File: src/jfc_regs.vh
`ifndef JFC_REGS_VH
`define JFC_REGS_VH
// State encodings (one-hot)
`define JFC_ST_W        4
`define JFC_ST_ARMED    4'h1
`define JFC_ST_ACTIVE   4'h2
`define JFC_ST_SEEN1    4'h4
`define JFC_ST_DONE     4'h8
// Rising-edge count at which the mode ends
`define JFC_RISE_W      2
`define JFC_RISE_ZERO   2'h0
`define JFC_RISE_ONE    2'h1
`define JFC_RISE_END    2'h2
// Synchroniser reset level for TMS (idle high) and test pin
`define JFC_TMS_IDLE    1'h1
`define JFC_TEST_IDLE   1'h0
// Reset level of status synchronisers and registered outputs
`define JFC_OUT_OFF     1'h0
`endif

File: src/jfc_jtag_fuse_check_sequencer.v
// Operation
// - Run fuse continuity check on first test-port access after each power-on reset.
// - Activate on first TMS falling edge, or when TMS is low at power-up.
// - Deactivate on the second TMS rising edge counted from power-up.
// - After deactivation stay inactive until next power-on reset re-arms.
// - Sense current enabled only while mode active and TMS low.
// - Test pin driven low again ends the mode and stops current.
// - Protection granted only with fuse blown and boot_loader key required.
`timescale 1ns/1ps
`include "jfc_regs.vh"

// Two-flip-flop synchroniser for one asynchronous pin.
// Only the second stage leaves the module, so no logic ever
// reads a possibly metastable first stage.
module jfc_pin_sync #(
    parameter [0:0] RST_VAL = `JFC_OUT_OFF
) (
    input  wire mclk_i,
    input  wire rst_i,
    input  wire pin_i,
    output reg  sync_o
);

    reg meta_r;

    // First stage catches the pin, second stage hands it on
    always @(posedge mclk_i or posedge rst_i) begin
        if (rst_i) begin
            meta_r <= RST_VAL;
            sync_o <= RST_VAL;
        end else begin
            meta_r <= pin_i;
            sync_o <= meta_r;
        end
    end

endmodule // jfc_pin_sync

// Fuse check sequencer. The mode arms at power-on, turns on at the first
// synchronised TMS fall and is locked off by the second TMS rise or by a
// drop of the test pin. Pins pass two flip-flops, so every response lags
// the pin by three clock edges; TMS pulses shorter than one cycle may be
// missed. Only rst_i, the power-on reset, re-arms the sequence.
// Sense current follows the mode and the synchronised TMS level.
module jfc_jtag_fuse_check_sequencer (
    input  wire mclk_i,
    input  wire rst_i,
    input  wire tms_i,
    input  wire test_pin_i,
    input  wire fuse_blown_i,
    input  wire key_required_i,
    output reg  fuse_check_active_o,
    output reg  sense_current_en_o,
    output reg  protect_ok_o
);

    // One-hot mode states
    localparam [`JFC_ST_W-1:0] ST_ARMED  = `JFC_ST_ARMED;
    localparam [`JFC_ST_W-1:0] ST_ACTIVE = `JFC_ST_ACTIVE;
    localparam [`JFC_ST_W-1:0] ST_SEEN1  = `JFC_ST_SEEN1;
    localparam [`JFC_ST_W-1:0] ST_DONE   = `JFC_ST_DONE;

    // Synchronised pin levels
    wire                  tms_sync;
    wire                  test_sync;
    wire                  fuse_sync;
    wire                  key_sync;

    // Delayed levels for edge detection
    reg                   tms_d_r;
    reg                   test_d_r;

    // Mode state and rising-edge count
    reg [`JFC_ST_W-1:0]   state_r;
    reg [`JFC_ST_W-1:0]   state_nxt;
    reg [`JFC_RISE_W-1:0] rise_r;
    reg [`JFC_RISE_W-1:0] rise_nxt;

    // Decoded edges and next output values
    wire                  tms_fall;
    wire                  tms_rise;
    wire                  test_fall;
    wire                  act_nxt;
    wire                  sense_nxt;
    wire                  protect_nxt;

    // TMS resets to its idle high level, so a pin held low through power-up
    // appears as a falling edge once the stages fill
    jfc_pin_sync #(
        .RST_VAL (`JFC_TMS_IDLE)
    ) u_jfc_pin_sync_tms (
        .mclk_i  (mclk_i),
        .rst_i   (rst_i),
        .pin_i   (tms_i),
        .sync_o  (tms_sync)
    );

    // Test pin idles low, so power-up never looks like a falling edge
    jfc_pin_sync #(
        .RST_VAL (`JFC_TEST_IDLE)
    ) u_jfc_pin_sync_test (
        .mclk_i  (mclk_i),
        .rst_i   (rst_i),
        .pin_i   (test_pin_i),
        .sync_o  (test_sync)
    );

    // Fuse status is a slow level, synchronised anyway
    // because it may change while the clock runs
    jfc_pin_sync #(
        .RST_VAL (`JFC_OUT_OFF)
    ) u_jfc_pin_sync_fuse (
        .mclk_i  (mclk_i),
        .rst_i   (rst_i),
        .pin_i   (fuse_blown_i),
        .sync_o  (fuse_sync)
    );

    // Key requirement is a level as well; off until seen
    // through both stages
    jfc_pin_sync #(
        .RST_VAL (`JFC_OUT_OFF)
    ) u_jfc_pin_sync_key (
        .mclk_i  (mclk_i),
        .rst_i   (rst_i),
        .pin_i   (key_required_i),
        .sync_o  (key_sync)
    );

    // One-cycle delay of the synchronised levels for edge detection
    always @(posedge mclk_i or posedge rst_i) begin
        if (rst_i) begin
            tms_d_r  <= `JFC_TMS_IDLE;
            test_d_r <= `JFC_TEST_IDLE;
        end else begin
            tms_d_r  <= tms_sync;
            test_d_r <= test_sync;
        end
    end

    // Edge detectors on synchronised levels
    assign tms_fall  = tms_d_r & ~tms_sync;
    assign tms_rise  = ~tms_d_r & tms_sync;
    assign test_fall = test_d_r & ~test_sync;

    // Rising edges of TMS counted from power-up, saturating at the end count;
    // rises before activation count too
    always @* begin
        rise_nxt = rise_r;
        if (tms_rise && rise_r != `JFC_RISE_END) begin
            rise_nxt = rise_r + `JFC_RISE_ONE;
        end
    end

    // Mode sequencing: armed, active, one rise seen, done
    always @* begin
        state_nxt = state_r;
        case (state_r)
            // Waiting for the first TMS fall since power-on
            ST_ARMED: begin
                if (tms_fall) begin
                    state_nxt = ST_ACTIVE;
                end else if (rise_nxt == `JFC_RISE_END) begin
                    state_nxt = ST_DONE;
                end
            end
            // Mode on; a test pin drop or the counted rise ends it
            ST_ACTIVE: begin
                if (test_fall || rise_nxt == `JFC_RISE_END) begin
                    state_nxt = ST_DONE;
                end else if (tms_rise) begin
                    state_nxt = ST_SEEN1;
                end
            end
            // Mode still on after the first rise
            ST_SEEN1: begin
                if (test_fall || rise_nxt == `JFC_RISE_END) begin
                    state_nxt = ST_DONE;
                end
            end
            // Locked off until the next power-on reset
            ST_DONE: begin
                state_nxt = ST_DONE;
            end
            // Illegal code falls back to the mode off
            default: begin
                state_nxt = ST_DONE;
            end
        endcase
    end

    // Mode flag, sense enable and protection status for the output registers
    assign act_nxt     = (state_nxt == ST_ACTIVE) || (state_nxt == ST_SEEN1);
    assign sense_nxt   = act_nxt & ~tms_sync;
    assign protect_nxt = fuse_sync & key_sync;

    // Mode state, cleared only by power-on reset
    always @(posedge mclk_i or posedge rst_i) begin
        if (rst_i) begin
            state_r <= ST_ARMED;
            rise_r  <= `JFC_RISE_ZERO;
        end else begin
            state_r <= state_nxt;
            rise_r  <= rise_nxt;
        end
    end

    // Registered outputs, all off while reset is applied;
    // each output comes straight from a flip-flop
    always @(posedge mclk_i or posedge rst_i) begin
        if (rst_i) begin
            fuse_check_active_o <= `JFC_OUT_OFF;
            sense_current_en_o  <= `JFC_OUT_OFF;
            protect_ok_o        <= `JFC_OUT_OFF;
        end else begin
            fuse_check_active_o <= act_nxt;
            sense_current_en_o  <= sense_nxt;
            protect_ok_o        <= protect_nxt;
        end
    end

endmodule // jfc_jtag_fuse_check_sequencer

File: config.mk
export PLATFORM = sky130hd
export DESIGN_NAME = jfc_jtag_fuse_check_sequencer
export DESIGN_NICKNAME = d
export VERILOG_FILES = /design/src/jfc_jtag_fuse_check_sequencer.v
export VERILOG_INCLUDE_DIRS = /design/src
export SDC_FILE = /design/constraint.sdc
export NUM_CORES = 1
export LEC_CHECK = 0
export BUFFER_PORTS_ARGS = -buffer_cell sky130_fd_sc_hd__buf_2
export CORE_MARGIN = 2
export CORE_UTILIZATION = 57
export CTS_CLUSTER_DIAMETER = 50
export DETAILED_ROUTE_END_ITERATION = 6
export HOLD_SLACK_MARGIN = 0.06
export PLACE_DENSITY = 0.88
export SETUP_SLACK_MARGIN = 0.5
export SYNTH_ARGS = -nofsm -noshare
export SYNTH_HDL_FRONTEND = slang
export SYNTH_SLANG_ARGS = --single-unit
File: constraint.sdc
create_clock -name mclk_i -period 2.5 [get_ports mclk_i]
set_clock_uncertainty 0.05 [all_clocks]
set_input_delay 0.5 -clock mclk_i [delete_from_list [all_inputs] [get_ports mclk_i]]
set_output_delay 0.5 -clock mclk_i [all_outputs]
set_load 0.1 [all_outputs]
==> qor.csv, run 1 <==
metric;value;unit
outcome;completed;
seqPwrFrac;51.3;%
core;1280;um^2
arrival;1880;ps
tightest_slew;678;ps
timing.slew.headroom;54.8;%
routedWlPerCell;14.4;um
ys_seq_area_share;62.6;%
cp-end-kind;flop;
p_clk_share;23.2;%
cts.repair.resized;0;
finalHoldViolations;0;
grt_max_degree;20;
start_kind;flop;
syn_to_final_growth;11.1;%
yosys_warnings;0;
ys.flop_type;dfrtp_1;
synth_top_area_share;48.9;%
synth_area_leaders;dfrtp_1 49%, dfstp_2 14%, nor2b_1 4.1%;
totalWireLength;1270;um
clkTransAtPathRegs;110;ps
fillers;104;
drc;0;
clock-sinks;19;
synth_fp_nets;69;
p_per_area;804;nW/um^2
top_level_ports;9;
fin_crit;1730;ps
crit_type;flop to flop;
synth_adder_area_share;1.63;%
avgViaCountPerCell;5.51;
diodes;0;
swShare;31.3;%
antenna_found_initial;0;
final_util;66.3;%
largestRegisters;state_r (4), rise_r (2);
die_x;40.7;um
ir_drop;0.582;mV
hold_path.class;primary input to asynchronous set/reset pin;
ys_ff_latch;19;
synthCells;62;
placed_cells;84;
async_reset_ff_share;100;%
yosysMostFrequentCell;dfrtp_1;
fin_cells;88;
grt.total_usage;23.0;%
die_area;1650;um^2
yosys-top-cells-count;15 x dfrtp_1, 6 x nor2_1, 5 x nor2b_1;
clk_latency;300;ps
synth-edff-count;0;
grt_pass1_vias;481;
period_share;69.1;%
maxSlewViolCount;0;
power;0.685;mW
dieHeight;40.7;um
syn-cell-area;767;um^2
comb_power_share;25.5;%
p_sw;0.214;mW
r2r_cells;6;
crit_fanout;6;
synth_simple_gate_area_share;18.4;%
top_register;state_r;
place.gp.congestion;0.834;
synth_largest_area_cell;dfrtp_1;
finalSetupTns;0;ps
largest_reg_flops;4;
p_leak;0.370;nW
synth_top_family_by_area;simple AND/OR/NAND/NOR gates;
crit_required;2650;ps
cts_post_setup_buffers_inserted;0;
p_int;0.471;mW
first_iter_violations;2;
htree_levels;1;
place.detailed.hpwl;939;um
tritoncts;yes;
grt_pass1_wl;2240;um
synthMuxAreaShare;1.31;%
cts_root_buf;clkbuf_4;
ctsLongestPathBuffers;2;
fin_nets;81;
initial_core_util;59.7;%
synth-xor-area-share;2.28;%
synth_compound_area_share;11.3;%
num_rows;13;
hold_ws;227;ps
overflow;0;
first_pass_iters;2;
cap_violations;0;
ctsHoldBuffers;0;
antenna_left;0;
rsz0062_at_grt;no;
drive_gt1_share;27.4;%
cts_buffers;3;
setup_viol;0;
via_count;485;
yosysUniqueCellTypes;26;
portBuffers;8;
syn_area_per_cell;12.4;um^2
max_freq;0.579;GHz
[worst paths after layout]
| path | start | to | slack (ps) |
|---|---|---|---|
| max | rise_r[0] | state_r[3] | 770 |
| min | rst_i | protect_ok_o | 230 |
| max reg2reg | rise_r[0] | state_r[3] | 770 |
| min reg2reg | u_jfc_pin_sync_fuse.meta_r | u_jfc_pin_sync_fuse.sync_o | 310 |
| max in group asynchronous | rst_i | rise_r[1] | 1740 |
| min in group mclk_i | tms_i | u_jfc_pin_sync_tms.meta_r | 240 |
[routing by layer]
| layer | track usage [%] | part of all wire (%) | up-vias |
|---|---|---|---|
| met5 | 0 | 0 | - |
| met4 | 18.3 | 4.5 | 0 |
| met3 | 6.52 | 2.8 | 6 |
| met2 | 36.9 | 49 | 12 |
| met1 | 25.3 | 43 | 227 |
| li1 | - | - | 240 |
[cell type report]
cell class / count / area [um^2] / share of cell area (%)
Clock buffer: 3 / 22.5 / 2.64
Timing Repair Buffer: 8 / 40.0 / 4.70
Tap cell: 15 / 18.8 / 2.20
Clock inverter: 1 / 7.51 / 0.881
Multi-Input combinational cell: 38 / 268 / 31.4
Sequential cell: 19 / 480 / 56.4
Inverter: 4 / 15.0 / 1.76
[critical path, cell delays in order, from the launching register on]
cell and delay (ps):
dfrtp_1 380, inv_1 70, ha_1 240, nor3b_4 350, mux2i_1 260, nand2_1 110, o32a_1 160
[per-stage QoR]
step / worst slack, ps / instance area (um^2)
6_report: 771 / 852
5_1_grt: 626 / 852
4_1_cts: 751 / 852
3_5_place_dp: 785 / 822
3_3_place_gp: 840 / 822
2_1_floorplan: 907 / 767
[cell usage in the layout, fill, tap and decap left out, types with 2 or more instances in the layout]
master | synthesis | layout
buf_2 | 0 | 8
nor3b_1 | 2 | 2
a31oi_1 | 2 | 2
o21ai_0 | 2 | 2
inv_1 | 4 | 4
clkbuf_4 | 0 | 3
xnor2_1 | 2 | 2
dfstp_2 | 4 | 4
nor2_1 | 6 | 6
dfrtp_1 | 15 | 15
nor3_1 | 2 | 2
nor2b_1 | 5 | 5
a21oi_1 | 3 | 3
[logic make-up (layout without fill, tap and decap cells)]
kind of cell | after synthesis | in the layout
buffers and inverters | 5 | 16
xor gates and xnor gates | 2 | 2
DFF | 19 | 19
adders and majority gates | 1 | 1
AOI/OAI and AO/OA | 12 | 12
muxes | 1 | 1
and+or+nand+nor | 22 | 22
[power by group through the flow]
stage | logic [mW] | clock network (mW) | registers (mW)
after floorplan | 0.144 | 0 | 0.357
after global placement | 0.169 | 0 | 0.355
after detailed placement | 0.176 | 0 | 0.358
after CTS | 0.177 | 0.162 | 0.352
after global routing | 0.198 | 0.180 | 0.358
final | 0.175 | 0.159 | 0.351
(Power assumes the default switching activity.)
==> run 2, diff against run 1 <==
--- a/config.mk
+++ b/config.mk
@@ -8,11 +8,11 @@
 export LEC_CHECK = 0
 export BUFFER_PORTS_ARGS = -buffer_cell sky130_fd_sc_hd__buf_2
 export CORE_MARGIN = 2
-export CORE_UTILIZATION = 57
+export CORE_UTILIZATION = 48
 export CTS_CLUSTER_DIAMETER = 50
 export DETAILED_ROUTE_END_ITERATION = 6
 export HOLD_SLACK_MARGIN = 0.06
-export PLACE_DENSITY = 0.88
+export PLACE_DENSITY = 0.8
 export SETUP_SLACK_MARGIN = 0.5
 export SYNTH_ARGS = -nofsm -noshare
 export SYNTH_HDL_FRONTEND = slang
==> constraint.sdc (replaced) <==
create_clock -name mclk_i -period 1.5 [get_ports mclk_i]
set_clock_uncertainty 0.05 [all_clocks]
set_input_delay 0.3 -clock mclk_i [delete_from_list [all_inputs] [get_ports mclk_i]]
set_output_delay 0.3 -clock mclk_i [all_outputs]
set_load 0.1 [all_outputs]
==> qor.csv, run 2 (synthesis gave the netlist of run 1 again) <==
metric;value;unit;change
place.detailed.hpwl;1090;um;+16%
p_sw;0.426;mW;+99%
via_count;588;;+21%
largestRegisters;state_r (4), rise_r (2);;
clk_latency;300;ps;about the same
place.gp.congestion;0.946;;+13%
crit_fanout;3;;-3
setup_viol;5;;+5
htree_levels;1;;unchanged
tightest_slew;404;ps;-274 ps
final_cell_mix;14 x buf_4, 12 x dfrtp_1, 6 x dlygate4sd3_1;;
fillers;101;;-2.9%
num_rows;14;;+1
routedLengthMet1;649;um;+18%
cap_violations;0;;unchanged
path_buf_inv;0;;-1
timing.slew.headroom;73.0;%;+18 points
wl_met2;900;um;+45%
start_kind;flop;;
final_util;77.0;%;+11 points
hold_ws;306;ps;+78.6 ps
p_per_area;1210;nW/um^2;+50%
cp_cell_sequence;or4b_4 -> o32ai_4 -> a21oi_2 -> nor4_2;;
maxSlewViolCount;0;;unchanged
dp_slack;-97.0;ps;-882 ps
setup_slack;-112;ps;-883 ps
period_share;107;%;+38 points
hold_path.class;flop to flop;;
drive_gt1_share;47.9;%;+21 points
first_pass_iters;4;;+2
p_clk_share;17.6;%;-5.6 points
ctsLongestPathBuffers;2;;unchanged
syn_to_final_growth;51.2;%;
first_iter_violations;14;;+12
ir_drop;0.869;mV;+49%
antenna_left;0;;unchanged
totalWireLength;1620;um;+28%
violations;setup timing;;
die_x;44.0;um;+8.1%
final_common_cell;buf_4;;
top_level_ports;9;;unchanged
fin_nets;104;;+28%
cp-end-kind;flop;;
highest_layer;met4;;
crit_type;flop to flop;;
drc;0;;unchanged
outcome;finished with violations;;
diodes;0;;unchanged
cts_root_buf;clkbuf_4;;
avgViaCountPerCell;5.25;;-4.7%
critPathSlowestCell;dfstp_2;;
antenna_found_initial;0;;unchanged
crit_family;simple AND/OR/NAND/NOR gates;;
cts_buffers;3;;unchanged
die_area;1930;um^2;+17%
critPathMaxStageDelay;540;ps;+160 ps
clock-sinks;19;;unchanged
core;1510;um^2;+17%
routedWlPerCell;14.5;um;+0.81%
p_int;0.974;mW;+110%
grt_max_degree;16;;-20%
dieHeight;44.0;um;+8.1%
wl_met3;51;um;+42%
crit_required;1650;ps;-1000 ps
initial_core_util;50.9;%;-8.8 points
largest_reg_flops;4;;unchanged
tritoncts;yes;;
grt_pass1_vias;590;;+23%
fin_crit;1610;ps;-117 ps
p_leak;0.500;nW;+35%
overflow;0;;unchanged
top_register;state_r;;
finalHoldViolations;0;;unchanged
arrival;1770;ps;-110 ps
portBuffers;8;;unchanged
seqPwrFrac;41.8;%;-9.5 points
max_freq;0.620;GHz;+7.3%
clkTransAtPathRegs;110;ps;about the same
comb_power_share;40.5;%;+15 points
swShare;30.5;%;-0.81 points
rsz0062_at_grt;yes;;
grt.total_usage;20.3;%;-2.6 points
grt_pass1_wl;2650;um;+18%
[run 2: cell types whose count changed in the layout (fill, tap and decap cells not counted), moves of 2 or more]
| cell | change |
|---|---|
| buf_12 | +4 |
| buf_2 | -3 |
| buf_4 | +14 |
| buf_6 | +2 |
| dfrtp_1 | -3 |
| dfrtp_2 | +3 |
| dlygate4sd3_1 | +6 |
[run 2: through the flow]
stage               power [mW]  area, um^2  setup TNS (ps)  std cells
global placement          1.01         955           -7.71         98
finish                    1.40        1160            -358        112
detailed placement        1.03         955            -167         98
global route              1.48        1160            -688        112
CTS                       1.37        1130            -280        109
floorplan                0.878         788           -68.2         62
[run 2: layer usage]
metal / GRT usage [%] / vias to the layer above
met1: 22.7 / 288
met2: 34.4 / 14
met5: 0 / -
met3: 7.92 / 4
met4: 8.48 / 0
li1: - / 282
[run 2: cell type report]
class / instances / area [um^2] / area share, %
multi-input combinational: 38 / 322 / 27.7
clock buffer: 4 / 26.3 / 2.27
tap: 16 / 20.0 / 1.73
inverter: 4 / 15.0 / 1.29
timing repair buffer: 31 / 293 / 25.2
sequential: 19 / 484 / 41.7
[run 2: power by group through the flow]
stage               combinational (mW)  clock (mW)  sequential (mW)
detailed placement               0.435           0            0.597
finish                           0.567       0.247            0.586
global placement                 0.418           0            0.595
floorplan                        0.273           0            0.606
CTS                              0.528       0.257            0.588
global route                     0.610       0.281            0.593
[run 2: final timing paths]
check                                            from                          to  slack, ps  cells past startpoint
setup / recovery                           state_r[0]          sense_current_en_o       -110                      4
hold / removal             u_jfc_pin_sync_test.meta_r  u_jfc_pin_sync_test.sync_o        310                      0
setup reg to reg                           state_r[0]          sense_current_en_o       -110                      4
hold reg to reg            u_jfc_pin_sync_test.meta_r  u_jfc_pin_sync_test.sync_o        310                      0
max in group asynchronous                       rst_i   u_jfc_pin_sync_tms.sync_o        600                      4
min in group asynchronous                       rst_i                  state_r[3]        370                      3
[run 2: what timing repair did]
action / in CTS / in global routing
setup endpoints to repair: 11 / 11
buffers inserted: 2 / 2
hold buffers: 5 / 1
pin swaps: 3 / 4
gates resized for setup: 20 / 0
hold endpoints to repair: 7 / 1
==> run 3, diff against run 2 <==
--- a/config.mk
+++ b/config.mk
@@ -8,11 +8,11 @@
 export LEC_CHECK = 0
 export BUFFER_PORTS_ARGS = -buffer_cell sky130_fd_sc_hd__buf_2
 export CORE_MARGIN = 2
-export CORE_UTILIZATION = 48
+export CORE_UTILIZATION = 57
 export CTS_CLUSTER_DIAMETER = 50
 export DETAILED_ROUTE_END_ITERATION = 6
 export HOLD_SLACK_MARGIN = 0.06
-export PLACE_DENSITY = 0.8
+export PLACE_DENSITY = 0.88
 export SETUP_SLACK_MARGIN = 0.5
 export SYNTH_ARGS = -nofsm -noshare
 export SYNTH_HDL_FRONTEND = slang
==> constraint.sdc (replaced) <==
create_clock -name mclk_i -period 2 [get_ports mclk_i]
set_clock_uncertainty 0.05 [all_clocks]
set_input_delay 0.4 -clock mclk_i [delete_from_list [all_inputs] [get_ports mclk_i]]
set_output_delay 0.4 -clock mclk_i [all_outputs]
set_load 0.1 [all_outputs]
==> qor.csv, run 3 (synthesis gave the netlist of run 1 again) <==
metric;value;unit;change
antenna_left;0;;unchanged
crit_start;state_r[0];;
cts_root_buf;clkbuf_4;;
cap_violations;0;;unchanged
cts_buffers;3;;unchanged
p_leak;0.411;nW;-18%
grt_pass1_wl;2310;um;-13%
outcome;completed;;
r2r_cells;4;;unchanged
ctsHoldBuffers;0;;-5
crit_fanout;4;;+1
fin_nets;88;;-15%
crit_family;simple AND/OR/NAND/NOR gates;;
grt.total_usage;23.7;%;+3.4 points
drc;0;;unchanged
antenna_found_initial;0;;unchanged
final_cell_mix;15 x dfrtp_1, 10 x buf_4, 6 x nor2_1;;
syn_to_final_growth;23.0;%;
period_share;79.6;%;-28 points
clkTransAtPathRegs;100;ps;about the same
place.gp.congestion;0.785;;-17%
initial_core_util;59.7;%;+8.8 points
finalHoldViolations;0;;unchanged
grt_max_degree;20;;+4
maxSlewViolCount;0;;unchanged
finalSetupTns;0;ps;+358 ps
critPathSlowestCell;dfstp_2;;
clock-sinks;19;;unchanged
setup_slack;409;ps;+521 ps
hold_path.class;primary input to asynchronous set/reset pin;;
tritoncts;yes;;
crit_cells;4;;unchanged
r2r_slack;410;ps;+520 ps
hold_ws;137;ps;-169 ps
ctsLongestPathBuffers;2;;unchanged
max_freq;0.629;GHz;+1.3%
dp_slack;285;ps;+382 ps
first_iter_violations;10;;-4
timing.slew.headroom;53.5;%;-20 points
largestRegisters;state_r (4), rise_r (2);;
top_level_ports;9;;unchanged
r2r_start;state_r[0];;
crit_required;2150;ps;+500 ps
tightest_slew;697;ps;+293 ps
power;0.976;mW;-30%
place.detailed.hpwl;1020;um;-6.0%
final_util;73.4;%;-3.6 points
clk_latency;300;ps;about the same
grt_pass1_vias;512;;-13%
diodes;0;;unchanged
avgViaCountPerCell;5.60;;+6.7%
cp_cell_sequence;or4b_4 -> o32ai_4 -> a21oi_2 -> nor4_2;;
setup_viol;0;;-5
place_area;835;um^2;-13%
portBuffers;8;;unchanged
drive_gt1_share;38.8;%;-9.2 points
via_count;532;;-9.5%
totalWireLength;1570;um;-3.1%
start_kind;flop;;
first_pass_iters;5;;+1
path_buf_inv;0;;unchanged
die_x;40.7;um;-7.5%
die_area;1650;um^2;-14%
dieHeight;40.7;um;-7.5%
post-route-cell-area;943;um^2;-19%
overflow;0;;unchanged
top_register;state_r;;
crit_type;flop to flop;;
arrival;1750;ps;-20 ps
fin_cells;95;;-15%
rsz0062_at_grt;yes;;
htree_levels;1;;unchanged
critPathMaxStageDelay;550;ps;about the same
fin_crit;1590;ps;-20.6 ps
p_per_area;1030;nW/um^2;-14%
largest_reg_flops;4;;unchanged
num_rows;13;;-1
final_common_cell;dfrtp_1;;
routedWlPerCell;16.5;um;+14%
placed_cells;84;;-14%
cp-end-kind;flop;;
ir_drop;0.671;mV;-23%
core;1280;um^2;-15%
[run 3: cell count changes in the layout (fill, tap and decap cells not counted), moves of 2 or more]
cell / change
dlygate4sd3_1: -6
buf_4: -4
buf_6: -2
dfrtp_2: -3
dfrtp_1: +3
buf_12: -4
[run 3: per-layer routing]
metal / track usage, % / vias to the layer above / routed length (um)
met5: 0 / - / 0
met4: 7.50 / 0 / 19
met3: 4.89 / 2 / 54
met2: 46.4 / 16 / 901
met1: 24.6 / 265 / 597
li1: - / 249 / -
[run 3: final cells by class]
class,count,area [um^2]
Timing Repair Buffer,15,100
Clock inverter,1,5.00
Multi-Input combinational cell,38,302
Clock buffer,3,22.5
Sequential cell,19,480
Fill cell,95,342
Tap cell,15,18.8
Inverter,4,15.0
[run 3: timing repair]
item | in CTS | in global routing
setup buffers | 7 | 0
pin swaps | 5 | 2
resized for setup | 5 | 1
endpoints found under the setup margin | 9 | 7
[run 3: power by group]
| group | total [mW] | leakage [nW] | internal (mW) | switching, mW |
|---|---|---|---|---|
| clock | 0.193 | 0.0177 | 0.0747 | 0.119 |
| sequential | 0.445 | 0.224 | 0.419 | 0.0263 |
| combinational | 0.338 | 0.170 | 0.163 | 0.175 |
| total | 0.976 | 0.411 | 0.656 | 0.320 |
[run 3: path summary, 6_finish.rpt]
check / end
setup / recovery: sense_current_en_o
hold / removal: fuse_check_active_o
setup reg to reg: sense_current_en_o
hold reg to reg: u_jfc_pin_sync_fuse.sync_o
max in group asynchronous: state_r[1]
min in group mclk_i: u_jfc_pin_sync_tms.meta_r
[run 3: worst reg2reg max path: stages (launching register included)]
cell     delay, ps
dfstp_2        550
or4b_4         510
o32ai_4        120
a21oi_2         80
nor4_2         180
